<file path="config.mk">
export PLATFORM = sky130hd
export DESIGN_NAME = spidm_core
export DESIGN_NICKNAME = d
export VERILOG_FILES = /design/src/spidm_core.v
export VERILOG_INCLUDE_DIRS = /design/src
export SDC_FILE = /design/constraint.sdc
export NUM_CORES = 1
export LEC_CHECK = 0
export ABC_AREA = 1
export BUFFER_PORTS_ARGS = -buffer_cell sky130_fd_sc_hd__buf_4
export CELL_PAD_IN_SITES_DETAIL_PLACEMENT = 1
export CELL_PAD_IN_SITES_GLOBAL_PLACEMENT = 2
export CORE_UTILIZATION = 29
export DETAILED_ROUTE_END_ITERATION = 10
export PLACE_DENSITY_LB_ADDON = 0.12
export SETUP_SLACK_MARGIN = 0.1
export SLEW_MARGIN = 30
export SYNTH_ARGS = -nofsm -noshare
export SYNTH_HDL_FRONTEND = slang
export SYNTH_SLANG_ARGS = --single-unit
</file>
<file path="constraint.sdc">
create_clock -name mclk -period 6 [get_ports mclk]
set_clock_uncertainty 0.1 [all_clocks]
set_input_delay 0.6 -clock mclk [delete_from_list [all_inputs] [get_ports mclk]]
set_output_delay 0.6 -clock mclk [all_outputs]
set_load 0.01 [all_outputs]
</file>
<file path="src/spidm_regs.vh">
// Purpose: Constants for the serial interface defect model
// Assumes: Included by spidm_core.v only
// Notes:   Offsets and field positions of the control word ports
`ifndef SPIDM_REGS_VH
`define SPIDM_REGS_VH

// ----------------------------------------------------------------------------
// Chip select configuration fields
// ----------------------------------------------------------------------------
`define SPIDM_CS_COUNT        4
`define SPIDM_CSCFG_CPOL      0
`define SPIDM_CSCFG_NCPH      1
`define SPIDM_CSCFG_RELEASE   2
`define SPIDM_CSCFG_BAUD_LSB  8
`define SPIDM_CSCFG_BAUD_MSB  15
`define SPIDM_CSCFG_RST       16'h0000
`define SPIDM_BAUD_ONE        8'h01

// ----------------------------------------------------------------------------
// Mode and reset values
// ----------------------------------------------------------------------------
`define SPIDM_CLOCK_DIVIDE_SELECT_BROKEN     1'b1
`define SPIDM_MASTER_RST      1'b1
`define SPIDM_ENABLE_RST      1'b0
`define SPIDM_CHAR_BITS       8
`define SPIDM_BITCNT_RST      4'h0
`define SPIDM_SBIT_LAST       4'h7
`define SPIDM_EDGE_LAST       5'h0F
`define SPIDM_EDGE_LAST_X     5'h11

`endif
</file>
<file path="src/spidm_core.v">
// Purpose: Serial peripheral interface as it behaves on an early revision
// Assumes: One clock mclk at 50 MHz; configuration arrives as plain ports
// Notes:   Slave pins are sampled through two flip-flops before any use
`timescale 1ns/1ps
`include "spidm_regs.vh"

// Contract
// - The divided clock option misbehaves when set, so software must leave it at zero.
// - No transmit underrun flag exists, so a lost slave character is never reported.
// - Multiple selects, polarity 1, phase 0, one divisor 1 and another not 1 gives an extra pulse.
// - In slave mode a false receive-ready may appear at enable, until a first received character or a polarity toggle.
// - The release-after-transfer bit of the select configurations does nothing.
// - Disable has no effect in slave mode; reading data then a software reset stops it.
module spidm_core #(
	parameter CS_N = 4
) (
	// Clock and reset
	input  wire                 mclk,
	input  wire                 srst,
	// Control
	input  wire                 sw_reset,
	input  wire                 enable_set,
	input  wire                 disable_set,
	input  wire                 master_mode_in,
	input  wire                 mode_write,
	input  wire                 clock_divide_select,
	input  wire [CS_N*16-1:0]   chip_select_config_registers,
	input  wire [1:0]           cs_select,
	input  wire                 start_tx,
	input  wire [7:0]           tx_data,
	input  wire                 rx_read,
	// Status
	output reg  [7:0]           receive_holding_register,
	output reg                  receive_ready_flag,
	output reg                  spi_enabled,
	output reg                  master_mode,
	output reg                  busy,
	// Serial pins
	input  wire                 sck_in,
	output reg                  sck_out,
	output wire                 sck_oe_n,
	input  wire                 mosi_in,
	output reg                  mosi_out,
	output wire                 mosi_oe_n,
	input  wire                 miso_in,
	output reg                  miso_out,
	output wire                 miso_oe_n,
	input  wire                 cs_in_n,
	output reg  [CS_N-1:0]      cs_out_n
);

	// ------------------------------------------------------------------------
	// Field decoding
	// ------------------------------------------------------------------------
	function [7:0] baud_of;
		input [CS_N*16-1:0] cfg;
		input integer       idx;
		begin
			baud_of = cfg[idx*16+`SPIDM_CSCFG_BAUD_LSB +: 8];
		end
	endfunction

	function cpol_of;
		input [CS_N*16-1:0] cfg;
		input integer       idx;
		begin
			cpol_of = cfg[idx*16+`SPIDM_CSCFG_CPOL];
		end
	endfunction

	wire [7:0] cur_baud = baud_of(chip_select_config_registers, cs_select);
	wire       cur_cpol = cpol_of(chip_select_config_registers, cs_select);
	wire       cur_ncph = chip_select_config_registers[cs_select*16+`SPIDM_CSCFG_NCPH];
	// Release-after-transfer bit is not read anywhere: select drops after every char

	// Mixed divisor detection across all selects
	wire [CS_N-1:0] baud_is_one;
	genvar gi;
	generate
		for (gi = 0; gi < CS_N; gi = gi + 1) begin : g_baud
			assign baud_is_one[gi] =
				chip_select_config_registers[gi*16+`SPIDM_CSCFG_BAUD_LSB +: 8]
				== `SPIDM_BAUD_ONE;
		end
	endgenerate
	wire mixed_baud = (|baud_is_one) && !(&baud_is_one);
	wire extra_pulse_cfg = mixed_baud && cur_cpol && !cur_ncph;

	// ------------------------------------------------------------------------
	// Pin synchronisers
	// ------------------------------------------------------------------------
	// Master samples the far side's data line only after both stages
	reg [1:0] sck_s_q, mosi_s_q, miso_s_q, csn_s_q;
	reg       sck_prev_q;
	always @(posedge mclk) begin
		sck_s_q  <= {sck_s_q[0], sck_in};
		mosi_s_q <= {mosi_s_q[0], mosi_in};
		miso_s_q <= {miso_s_q[0], miso_in};
		csn_s_q  <= {csn_s_q[0], cs_in_n};
		sck_prev_q <= sck_s_q[1];
	end

	// ------------------------------------------------------------------------
	// Mode and enable
	// ------------------------------------------------------------------------
	reg cpol_prev_q;
	reg armed_q;
	always @(posedge mclk) begin
		if (srst || sw_reset) begin
			spi_enabled <= `SPIDM_ENABLE_RST;
			master_mode <= `SPIDM_MASTER_RST;
		end else begin
			if (mode_write)
				master_mode <= master_mode_in;
			if (enable_set)
				spi_enabled <= 1'b1;
			else if (disable_set && master_mode)
				spi_enabled <= 1'b0;
		end
	end

	// ------------------------------------------------------------------------
	// Master and slave shift engines
	// ------------------------------------------------------------------------
	// Nine bits: the doubled half period of the divide option reaches 510
	reg [8:0] div_q;
	reg [4:0] edge_q;
	reg [7:0] sh_q;
	reg       extra_q;
	reg [3:0] sbit_q;
	reg [7:0] ssh_q;
	wire      slave_sck_rise = sck_s_q[1] && !sck_prev_q;
	wire      slave_active   = spi_enabled && !master_mode && !csn_s_q[1];
	// Doubling keeps the ninth bit so a large divisor cannot wrap to a short period
	wire [8:0] half = (clock_divide_select == `SPIDM_CLOCK_DIVIDE_SELECT_BROKEN) ?
		{cur_baud, 1'b0} : {1'b0, cur_baud};
	wire       step_now  = (div_q + 9'h001) >= half;
	wire [4:0] last_edge = extra_q ? `SPIDM_EDGE_LAST_X : `SPIDM_EDGE_LAST;
	wire       m_done    = busy && step_now && (edge_q == last_edge);
	wire       s_done    = slave_active && slave_sck_rise && (sbit_q == `SPIDM_SBIT_LAST);
	// Spurious ready at enable in slave mode until the polarity toggle or the first received character
	wire       spur_set  = !master_mode && enable_set && !armed_q;
	wire       rdy_set   = m_done || s_done || spur_set;

	always @(posedge mclk) begin
		if (srst || sw_reset) begin
			div_q    <= 9'h000;
			edge_q   <= 5'h00;
			sh_q     <= 8'h00;
			busy     <= 1'b0;
			extra_q  <= 1'b0;
			sck_out  <= 1'b0;
			mosi_out <= 1'b0;
			cs_out_n <= {CS_N{1'b1}};
			receive_holding_register <= 8'h00;
			receive_ready_flag <= 1'b0;
			sbit_q   <= `SPIDM_BITCNT_RST;
			ssh_q    <= 8'h00;
			miso_out <= 1'b0;
			cpol_prev_q <= 1'b0;
			armed_q  <= 1'b0;
		end else begin
			cpol_prev_q <= cur_cpol;
			if (!busy)
				sck_out <= cur_cpol;
			// Master transfer start
			if (master_mode && spi_enabled && start_tx && !busy) begin
				busy     <= 1'b1;
				sh_q     <= tx_data;
				mosi_out <= tx_data[7];
				edge_q   <= 5'h00;
				div_q    <= 9'h000;
				extra_q  <= extra_pulse_cfg;
				cs_out_n <= ~({{(CS_N-1){1'b0}}, 1'b1} << cs_select);
			end else if (busy) begin
				if (step_now) begin
					div_q   <= 9'h000;
					sck_out <= ~sck_out;
					edge_q  <= edge_q + 5'h01;
					if (edge_q[0]) begin
						sh_q     <= {sh_q[6:0], miso_s_q[1]};
						mosi_out <= sh_q[6];
					end
					// Extra clock pair tacked on when divisors are mixed and this select has polarity 1, phase 0
					if (m_done) begin
						busy     <= 1'b0;
						cs_out_n <= {CS_N{1'b1}};
						receive_holding_register <= {sh_q[6:0], miso_s_q[1]};
					end
				end else
					div_q <= div_q + 9'h001;
			end
			// Slave receive; lost transmit characters raise nothing
			if (slave_active && slave_sck_rise) begin
				ssh_q  <= {ssh_q[6:0], mosi_s_q[1]};
				sbit_q <= sbit_q + 4'h1;
				miso_out <= tx_data[3'h6 - sbit_q[2:0]];
				if (s_done) begin
					sbit_q <= `SPIDM_BITCNT_RST;
					receive_holding_register <= {ssh_q[6:0], mosi_s_q[1]};
					armed_q <= 1'b1;
				end
			end
			if (!master_mode && spi_enabled && cpol_prev_q != cur_cpol)
				armed_q <= 1'b1;
			// Set beats clear, so a character landing with the read is kept
			if (rdy_set)
				receive_ready_flag <= 1'b1;
			else if (rx_read)
				receive_ready_flag <= 1'b0;
		end
	end

	// Miso is driven only while this side is the selected slave
	assign sck_oe_n  = !(master_mode && spi_enabled);
	assign mosi_oe_n = !(master_mode && spi_enabled);
	assign miso_oe_n = !slave_active;

endmodule // spidm_core

</file>
==> flow_summary.toml, run 1 <==
[status]
status = "completed"

[sta]
worst-slew-pin-transition_ns = 0.892
slew_violations = 0
min_period_ns = 3.49
fin_crit_sh = 0.581
rsz0062_at_grt = "no"
fmax_mhz = 287
setup_viol = 0
setup_tns_ns = 0
finalHoldViolCount = 0
max-slew-margin-rel = 0.405
whs_ns = 0.227

[clock_network]
numCtsBuffers = 9
cts.reportedPaths.clkPinSlew_ns = 0.06
cts_setup_buffers = 0
cts_buffer_depth = 2
cts_tree = "built"
clock-sinks = 63
clock_latency_ns = 0.33
cts_max_level = 3
cts_hold_buf = 0
cts_resized = 0
clockRootBuffer = "clkbuf_16"

[finish]
fill_cells = 1544
area_delta_synth_final_pct = 29.2
finalNetCount = 711
layout_common_cells = "nand2_1 (126), buf_4 (86), inv_1 (82)"
final_cells = 784
drive_above_1_share = 0.209
final_common_cell = "nand2_1"
n_antenna_cell = 0

[synthesis]
ys_warn_count = 0
synthesis.instances = 531
synth_area_per_cell_um2 = 6.81
ys_async_sr_fraction = 0
ys_seq_elements = 63
syn_nets = 631
synth-seq-area-share = 0.349
ys_types = 40
synth_edf_count = 0
ys.flop_type = "dfxtp_1"
syn_area_mm2 = 0.00361

[global_routing]
grt_pass1_wl_um = 17700
grt.total_usage = 0.175
grt_remaining_overflow = 0
grt_pass1_vias = 3638
antenna_found_initial = 0
grt_max_degree = 25

[routing]
drt_iter0_drc = 117
wl_per_cell_um = 13.4
drt_pre_antenna_iters = 4
ant_nets = 0
vias = 3601
wirelength_um = 10500
drc_errors = 0
via_per_inst = 4.59

[pwr]
leakage_nw = 2.25
sw_frac_of_total = 0.246
ir_worst_vdd_uv = 146
seqPwrFrac = 0.383
internal-power_mw = 0.844
pwr-share-clk = 0.518
p_per_area_mw_per_mm2 = 240
p_comb_frac = 0.100
p_switching_mw = 0.276

[critical_path]
crit_path_max_fanout = 13
critPathKind = "input port to flip-flop"
crit_required_ns = 6.13
r2r-start = "div_q[0]"
cp-end-kind = "flip-flop"
arrival_ns = 3.61
startpoint_type = "input port"
crit_start = "cs_select[0]"

[min_path]
hp-class = "flip-flop to flip-flop"
min_from = "sck_s_q[0]"

[die]
die_y_um = 114
rows = 40
pin_count = 110
dieWidth_um = 114
die_area_mm2 = 0.0129
coreArea_mm2 = 0.0121
initial_core_util = 0.300

[place]
place.gp.congestion = 0.782
portBuffers = 85
hpwl_um = 8340
dp.cells = 768

[flow_run]
drv_cap = 0
[Yosys cell counts (3+ instances only)]
cell	instances	area, um2
nor2_2	4	25.0
inv_1	82	308
nand3_1	26	130
buf_4	4	30.0
nand4_1	13	81.3
clkbuf_1	4	15.0
xor2_1	10	87.6
ha_1	12	150
nor2_1	56	210
or2_2	5	31.3
nand2_2	3	18.8
o21ai_0	46	230
nand3_2	3	30.0
a21oi_1	21	105
xnor2_1	4	35.0
nor4_1	4	25.0
nor3_1	6	30.0
a221oi_1	6	52.6
inv_2	4	15.0
nand2_1	126	473
buf_6	5	56.3
o211ai_1	3	22.5
dfxtp_1	63	1260
[routing by layer]
layer / share of wire / global-route usage / vias up
li1: - / - / 1864
met3: 0.060 / 0.0462 / 14
met5: 0 / 0 / -
met1: 0.51 / 0.243 / 1642
met4: 0.013 / 0.0553 / 0
met2: 0.42 / 0.264 / 81
[metrics by stage]
step	instance area, um2	utilization	power, mW	setup WS, ns
floorplan	3610	-	0.494	3.32
global placement	4340	0.360	0.548	2.20
detailed placement	4340	0.360	0.551	2.13
CTS	4670	0.387	1.14	2.47
global route	4670	0.387	1.17	2.13
finish	4670	0.387	1.12	2.51
[cell type report]
cell class | instances | area (um2) | area share
well taps | 168 | 210 | 0.0450
repair buffers | 86 | 646 | 0.138
multi-input cells | 364 | 1900 | 0.406
inverters | 87 | 328 | 0.0702
clock buffers | 9 | 225 | 0.0482
flip-flops and latches | 63 | 1260 | 0.270
clock inverters | 7 | 103 | 0.0220
[state kept, by name, indices dropped and copies added, names as in the netlist, 2 cells and up]
register and cells:
cs_out_n 4, csn_s_q 2, div_q 9, edge_q 5, miso_s_q 2, mosi_s_q 2
receive_holding_register 8, sbit_q 4, sck_s_q 2, sh_q 7, ssh_q 7
[path summary, 6_finish.rpt]
check / to / slack (ns) / cells past startpoint
worst max-delay path: cs_out_n[0] / 2.51 / 16
worst min-delay path: sck_s_q[1] / 0.23 / 0
worst max register to register: cs_out_n[0] / 2.64 / 14
worst min register to register: sck_s_q[1] / 0.23 / 0
[kinds of logic (layout without fill, tap and decap cells)]
group,Yosys count,in the layout,synth area share
multiplexers,1,1,0.00277
AO/OA/AOI/OAI,85,85,0.134
XOR/XNOR,14,14,0.0339
flip-flops,63,63,0.349
adder cells (fa/ha/maj),12,12,0.0416
AND/OR/NAND/NOR,252,252,0.313
buffers and inverters,104,189,0.126
[power by group through the flow]
stage               combinational (mW)  clock [mW]  sequential [mW]
finish                           0.111       0.580            0.429
global route                     0.126       0.617            0.429
CTS                              0.113       0.595            0.429
detailed placement               0.113           0            0.438
global placement                 0.110           0            0.438
floorplan                       0.0574           0            0.437
[worst max-delay path, cell delays in order]
cell      delay (ns)
buf_4           0.13
nor2_1          0.59
a22oi_1         0.22
o211ai_1        0.19
o21ai_0         0.15
ha_1            0.30
nand2_1         0.09
inv_1           0.06
nand2_1         0.06
nand2_1         0.05
nand2_1         0.09
nand4_2         0.34
nand3_2         0.36
nand2_1         0.15
o21ai_0         0.19
inv_1           0.05
Power figures use the tool's default switching activity.
==> inputs of run 2 (changes only) <==
Settings changed: CORE_UTILIZATION 29 to 27.
Clock period 6 ns to 3.34 ns, I/O delays scaled along.
==> flow_summary.toml, run 2 (synthesis gave the netlist of run 1 again) <==
[finish]
drive_above_1_share = 0.219
n_antenna_cell = 0
layout_common_cells = "nand2_1 (126), buf_4 (91), inv_1 (82)"
largest_reg_flops = 9
largest-register = "div_q"
final_common_cell = "nand2_1"
area_delta_synth_final_pct = 31.9
finalNetCount = 720
biggestRegsByFlops = "div_q (9), receive_holding_register (8)"

[clock_network]
clock_latency_ns = 0.33
cts.reportedPaths.clkPinSlew_ns = 0.06
cts_tree = "built"
cts_max_level = 3
clock-sinks = 63
clockRootBuffer = "clkbuf_16"
numCtsBuffers = 9
cts_buffer_depth = 2

[min_path]
holdPathStages = 3
min_to = "master_mode"
min_from = "master_mode_in"
hp-class = "input port to flip-flop"

[pwr]
leakage_nw = 2.29
ir_worst_vdd_uv = 249
p_per_area_mw_per_mm2 = 418

[global_routing]
grt_max_degree = 25
grt_remaining_overflow = 0
grt_pass1_vias = 3645
grt_pass1_wl_um = 17900
antenna_found_initial = 0
grt.total_usage = 0.163

[critical_path]
critPathKind = "flip-flop to flip-flop"
crit_required_ns = 3.47
cp-end-kind = "flip-flop"
crit_path_frequent_cell = "nand2_1"
crit_path_max_fanout = 7
r2r.worst_path.cells = 16
arrival_ns = 3.01
crit_buf_inv = 2
reg2reg_to = "receive_holding_register[2]"
cp_cell_sequence = "ha_1 -> nand2_1 -> nor3_2 -> nand3_1 -> xnor2_1 -> ha_1 -> nand2_1 -> nor2_2 -> nand3_1 -> nand4_4 -> nand3_2 -> buf_4 -> nand2_1 -> nand3_1 -> nand2_1 -> inv_1"
reg2reg_slack_ns = 0.47
worst-path-stages = 16
max_stage_delay_ns = 0.36
crit_slowest_cell = "dfxtp_2"
r2r-start = "div_q[0]"
path_delay_family = "simple AND/OR/NAND/NOR gates"
startpoint_type = "flip-flop"

[die]
initial_core_util = 0.282
rows = 41
die_area_mm2 = 0.0138
die_y_um = 118
pin_count = 110
coreArea_mm2 = 0.0128
dieWidth_um = 118

[sta]
setup_tns_ns = 0
setup_ws_ns = 0.466
max-slew-margin-rel = 0.650
min_period_ns = 2.87
rsz0062_at_grt = "no"
slew_violations = 0
worst-slew-pin-transition_ns = 0.524
fin_crit_sh = 0.860
finalHoldViolCount = 0
fmax_mhz = 348
setup_viol = 0

[routing]
via_per_inst = 4.54
ant_nets = 0
drt_pre_antenna_iters = 4
wl_per_cell_um = 13.6
vias = 3620
drt_iter0_drc = 122
wirelength_um = 10800
drc_errors = 0

[place]
place.gp.congestion = 0.793
dp_slack_ns = 0.230
hpwl_um = 8600
portBuffers = 85

[flow_run]
drv_cap = 0

[status]
status = "completed"
==> run 2: power by group <==
part / switching [mW] / internal, mW / total (mW)
registers: 0.00631 / 0.762 / 0.769
clock network: 0.361 / 0.654 / 1.01
logic: 0.112 / 0.0964 / 0.209
==> run 2: layer usage <==
| layer | part of all wire | track usage |
|---|---|---|
| met1 | 0.51 | 0.217 |
| met2 | 0.44 | 0.255 |
| met3 | 0.041 | 0.0388 |
| met4 | 0.012 | 0.0577 |
| met5 | 0 | 0 |
==> run 2: layout make-up <==
type | count | area [um2]
Fill cell | 1651 | 8060
Tap cell | 172 | 215
Sequential cell | 63 | 1260
Clock inverter | 7 | 96.3
Clock buffer | 9 | 225
Multi-Input combinational cell | 364 | 1920
Inverter | 87 | 328
Timing Repair Buffer | 95 | 723
==> run 2: worst max path at each step <==
| stage | from | end | slack (ns) |
|---|---|---|---|
| 3_5_place_dp | cs_select[0] | receive_holding_register[0] | 0.23 |
| 6_report | div_q[0] | receive_holding_register[2] | 0.47 |
| 2_1_floorplan | div_q[0] | sck_out | 0.80 |
| 4_1_cts | div_q[0] | receive_holding_register[2] | 0.24 |
| 3_3_place_gp | cs_select[0] | cs_out_n[2] | 0.29 |
| 5_1_grt | div_q[0] | receive_holding_register[2] | 0.1 |
==> run 2: tightest hold or removal path, cell delays in order <==
cell	delay (ns)
buf_4	0.07
nand2_1	0.04
o211ai_1	0.06
==> run 2: per-stage QoR <==
| stage | utilization | area, um2 | instances | hold slack [ns] | power [mW] |
|---|---|---|---|---|---|
| floorplan | - | 3610 | 531 | 0.210 | 0.888 |
| global placement | 0.342 | 4380 | 777 | 0.210 | 0.988 |
| detailed placement | 0.342 | 4380 | 777 | 0.214 | 0.992 |
| CTS | 0.370 | 4750 | 797 | 0.106 | 2.02 |
| global route | 0.372 | 4770 | 797 | 0.112 | 2.08 |
| finish | 0.372 | 4770 | 797 | 0.115 | 1.99 |
==> run 2: what timing repair did <==
| action | in CTS | in global routing |
|---|---|---|
| buffers inserted | 0 | 0 |
| setup endpoints to repair | 0 | 25 |
| hold endpoints to repair | 4 | 0 |
| hold buffers | 4 | 0 |
| gates resized for setup | 0 | 4 |
==> inputs of run 3 (changes only) <==
Settings changed: CORE_ASPECT_RATIO set to 0.8.
Clock period 3.34 ns to 3.3 ns, I/O delays scaled along.
==> flow_summary.toml, run 3 (synthesis gave the netlist of run 1 again) <==
[die]
initial_core_util = 0.279
dieWidth_um = 131
coreArea_mm2 = 0.0130
die_area_mm2 = 0.0139
rows = 37
die_y_um = 105
pin_count = 110

[clock_network]
cts_buffer_depth = 2
numCtsBuffers = 9
cts_tree = "built"
cts_max_level = 3
clockRootBuffer = "clkbuf_16"
clock_latency_ns = 0.33
cts_setup_buffers = 0
clock-sinks = 63
cts.reportedPaths.clkPinSlew_ns = 0.06

[sta]
setup_viol = 0
finalHoldViolCount = 0
max-slew-margin-rel = 0.638
slew_violations = 0
min_period_ns = 2.89
fin_crit_sh = 0.876
setup_tns_ns = 0
rsz0062_at_grt = "no"
worst-slew-pin-transition_ns = 0.541
fmax_mhz = 346
setup_ws_ns = 0.408

[finish]
n_antenna_cell = 0
final_area_mm2 = 0.00475
largest_reg_flops = 9
fill_cells = 1651
area_delta_synth_final_pct = 31.3
final_common_cell = "nand2_1"
drive_above_1_share = 0.216
biggestRegsByFlops = "div_q (9), receive_holding_register (8)"
layout_common_cells = "nand2_1 (126), buf_4 (90), inv_1 (82)"
largest-register = "div_q"
finalNetCount = 719

[critical_path]
cp_cell_sequence = "ha_1 -> nand2_1 -> nor3_2 -> nand3_1 -> xnor2_2 -> ha_1 -> nand2_1 -> nor2_2 -> nand3_1 -> nand4_4 -> nand2_2 -> inv_2 -> nand2_1 -> a21oi_1"
worst-path-stages = 14
critPathKind = "flip-flop to flip-flop"
arrival_ns = 3.05
r2r-start = "div_q[0]"
crit_slowest_cell = "dfxtp_1"
reg2reg_to = "edge_q[4]"
crit_buf_inv = 1
reg2reg_slack_ns = 0.41
endpoint = "edge_q[4]"
cp-end-kind = "flip-flop"
startpoint_type = "flip-flop"
crit_path_frequent_cell = "nand2_1"
crit_path_max_fanout = 10
path_delay_family = "simple AND/OR/NAND/NOR gates"
r2r.worst_path.cells = 14
crit_start = "div_q[0]"
crit_required_ns = 3.46
max_stage_delay_ns = 0.41

[global_routing]
grt.total_usage = 0.169
grt_pass1_vias = 3783
grt_pass1_wl_um = 18600
antenna_found_initial = 0
grt_remaining_overflow = 0
grt_max_degree = 24

[place]
place.gp.congestion = 0.798
dp_slack_ns = 0.151
portBuffers = 85
dpl-instance-area_mm2 = 0.00438
hpwl_um = 8890

[routing]
wirelength_um = 11400
via_per_inst = 4.57
wl_per_cell_um = 14.2
vias = 3655
drt_pre_antenna_iters = 4
drt_iter0_drc = 135
drc_errors = 0
ant_nets = 0

[pwr]
p_per_area_mw_per_mm2 = 410
leakage_nw = 2.28
ir_worst_vdd_uv = 241

[min_path]
hp-class = "input port to flip-flop"

[flow_run]
drv_cap = 0

[status]
status = "completed"
-- run 3: changes by cell type in the layout (fill, tap and decap cells not counted), sizes merged --
cell      before  now
clkinvlp       3    4
inv           87   86
buf           91   90
bufinv         2    1
clkinv         2    3
-- run 3: cell type report --
class                      count  area, um2  area share
clock inverter                 7       73.8      0.0156
clock buffer                   9        225      0.0475
sequential                    63       1260       0.266
inverter                      87        328      0.0691
tap                          175        219      0.0461
multi-input combinational    364       1920       0.405
timing repair buffer          94        716       0.151
-- run 3: routing by layer --
layer  global-route usage  share of wire  vias to the layer above
li1                     -              -                     1874
met1                0.240           0.54                     1692
met2                0.257           0.41                       82
met3               0.0370          0.043                        7
met4               0.0473         0.0071                        0
met5                    0              0                        -
-- run 3: worst register-to-register path, cell delays in order (launching register included) --
cell	delay (ns)
dfxtp_1	0.41
ha_1	0.22
nand2_1	0.09
nor3_2	0.21
nand3_1	0.15
xnor2_2	0.17
ha_1	0.30
nand2_1	0.08
nor2_2	0.17
nand3_1	0.15
nand4_4	0.17
nand2_2	0.13
inv_2	0.21
nand2_1	0.09
a21oi_1	0.14
-- run 3: metrics by stage --
step	total power [mW]	hold slack, ns	util	std cells
3_5_place_dp	1.01	0.213	0.338	779
5_1_grt	2.03	0.146	0.366	799
2_1_floorplan	0.898	0.210	-	531
6_report	1.95	0.130	0.366	799
4_1_cts	1.98	0.112	0.364	799
3_3_place_gp	1.00	0.210	0.338	779
-- run 3: repair_timing --
action,CTS,global route
endpoints found under the hold margin,4,0
resized for setup,0,4
setup endpoints to repair,0,25
hold buffers,4,0
-- run 3: worst min-delay path by stage --
stage | start | to | slack, ns | cells past startpoint
final | master_mode_in | master_mode | 0.13 | 3
after global routing | mode_write | master_mode | 0.15 | 2
after CTS | master_mode_in | master_mode | 0.11 | 3
after detailed placement | sck_s_q[0] | sck_s_q[1] | 0.21 | 0
after global placement | csn_s_q[0] | csn_s_q[1] | 0.21 | 0
after floorplan | csn_s_q[0] | csn_s_q[1] | 0.21 | 0
-- run 3: report_power, final --
part / internal (mW) / total [mW] / leakage (nW) / switching, mW
Clock: 0.584 / 0.956 / 0.134 / 0.372
Combinational: 0.0973 / 0.213 / 1.63 / 0.116
Sequential: 0.772 / 0.779 / 0.512 / 0.00705
Total: 1.45 / 1.95 / 2.28 / 0.495
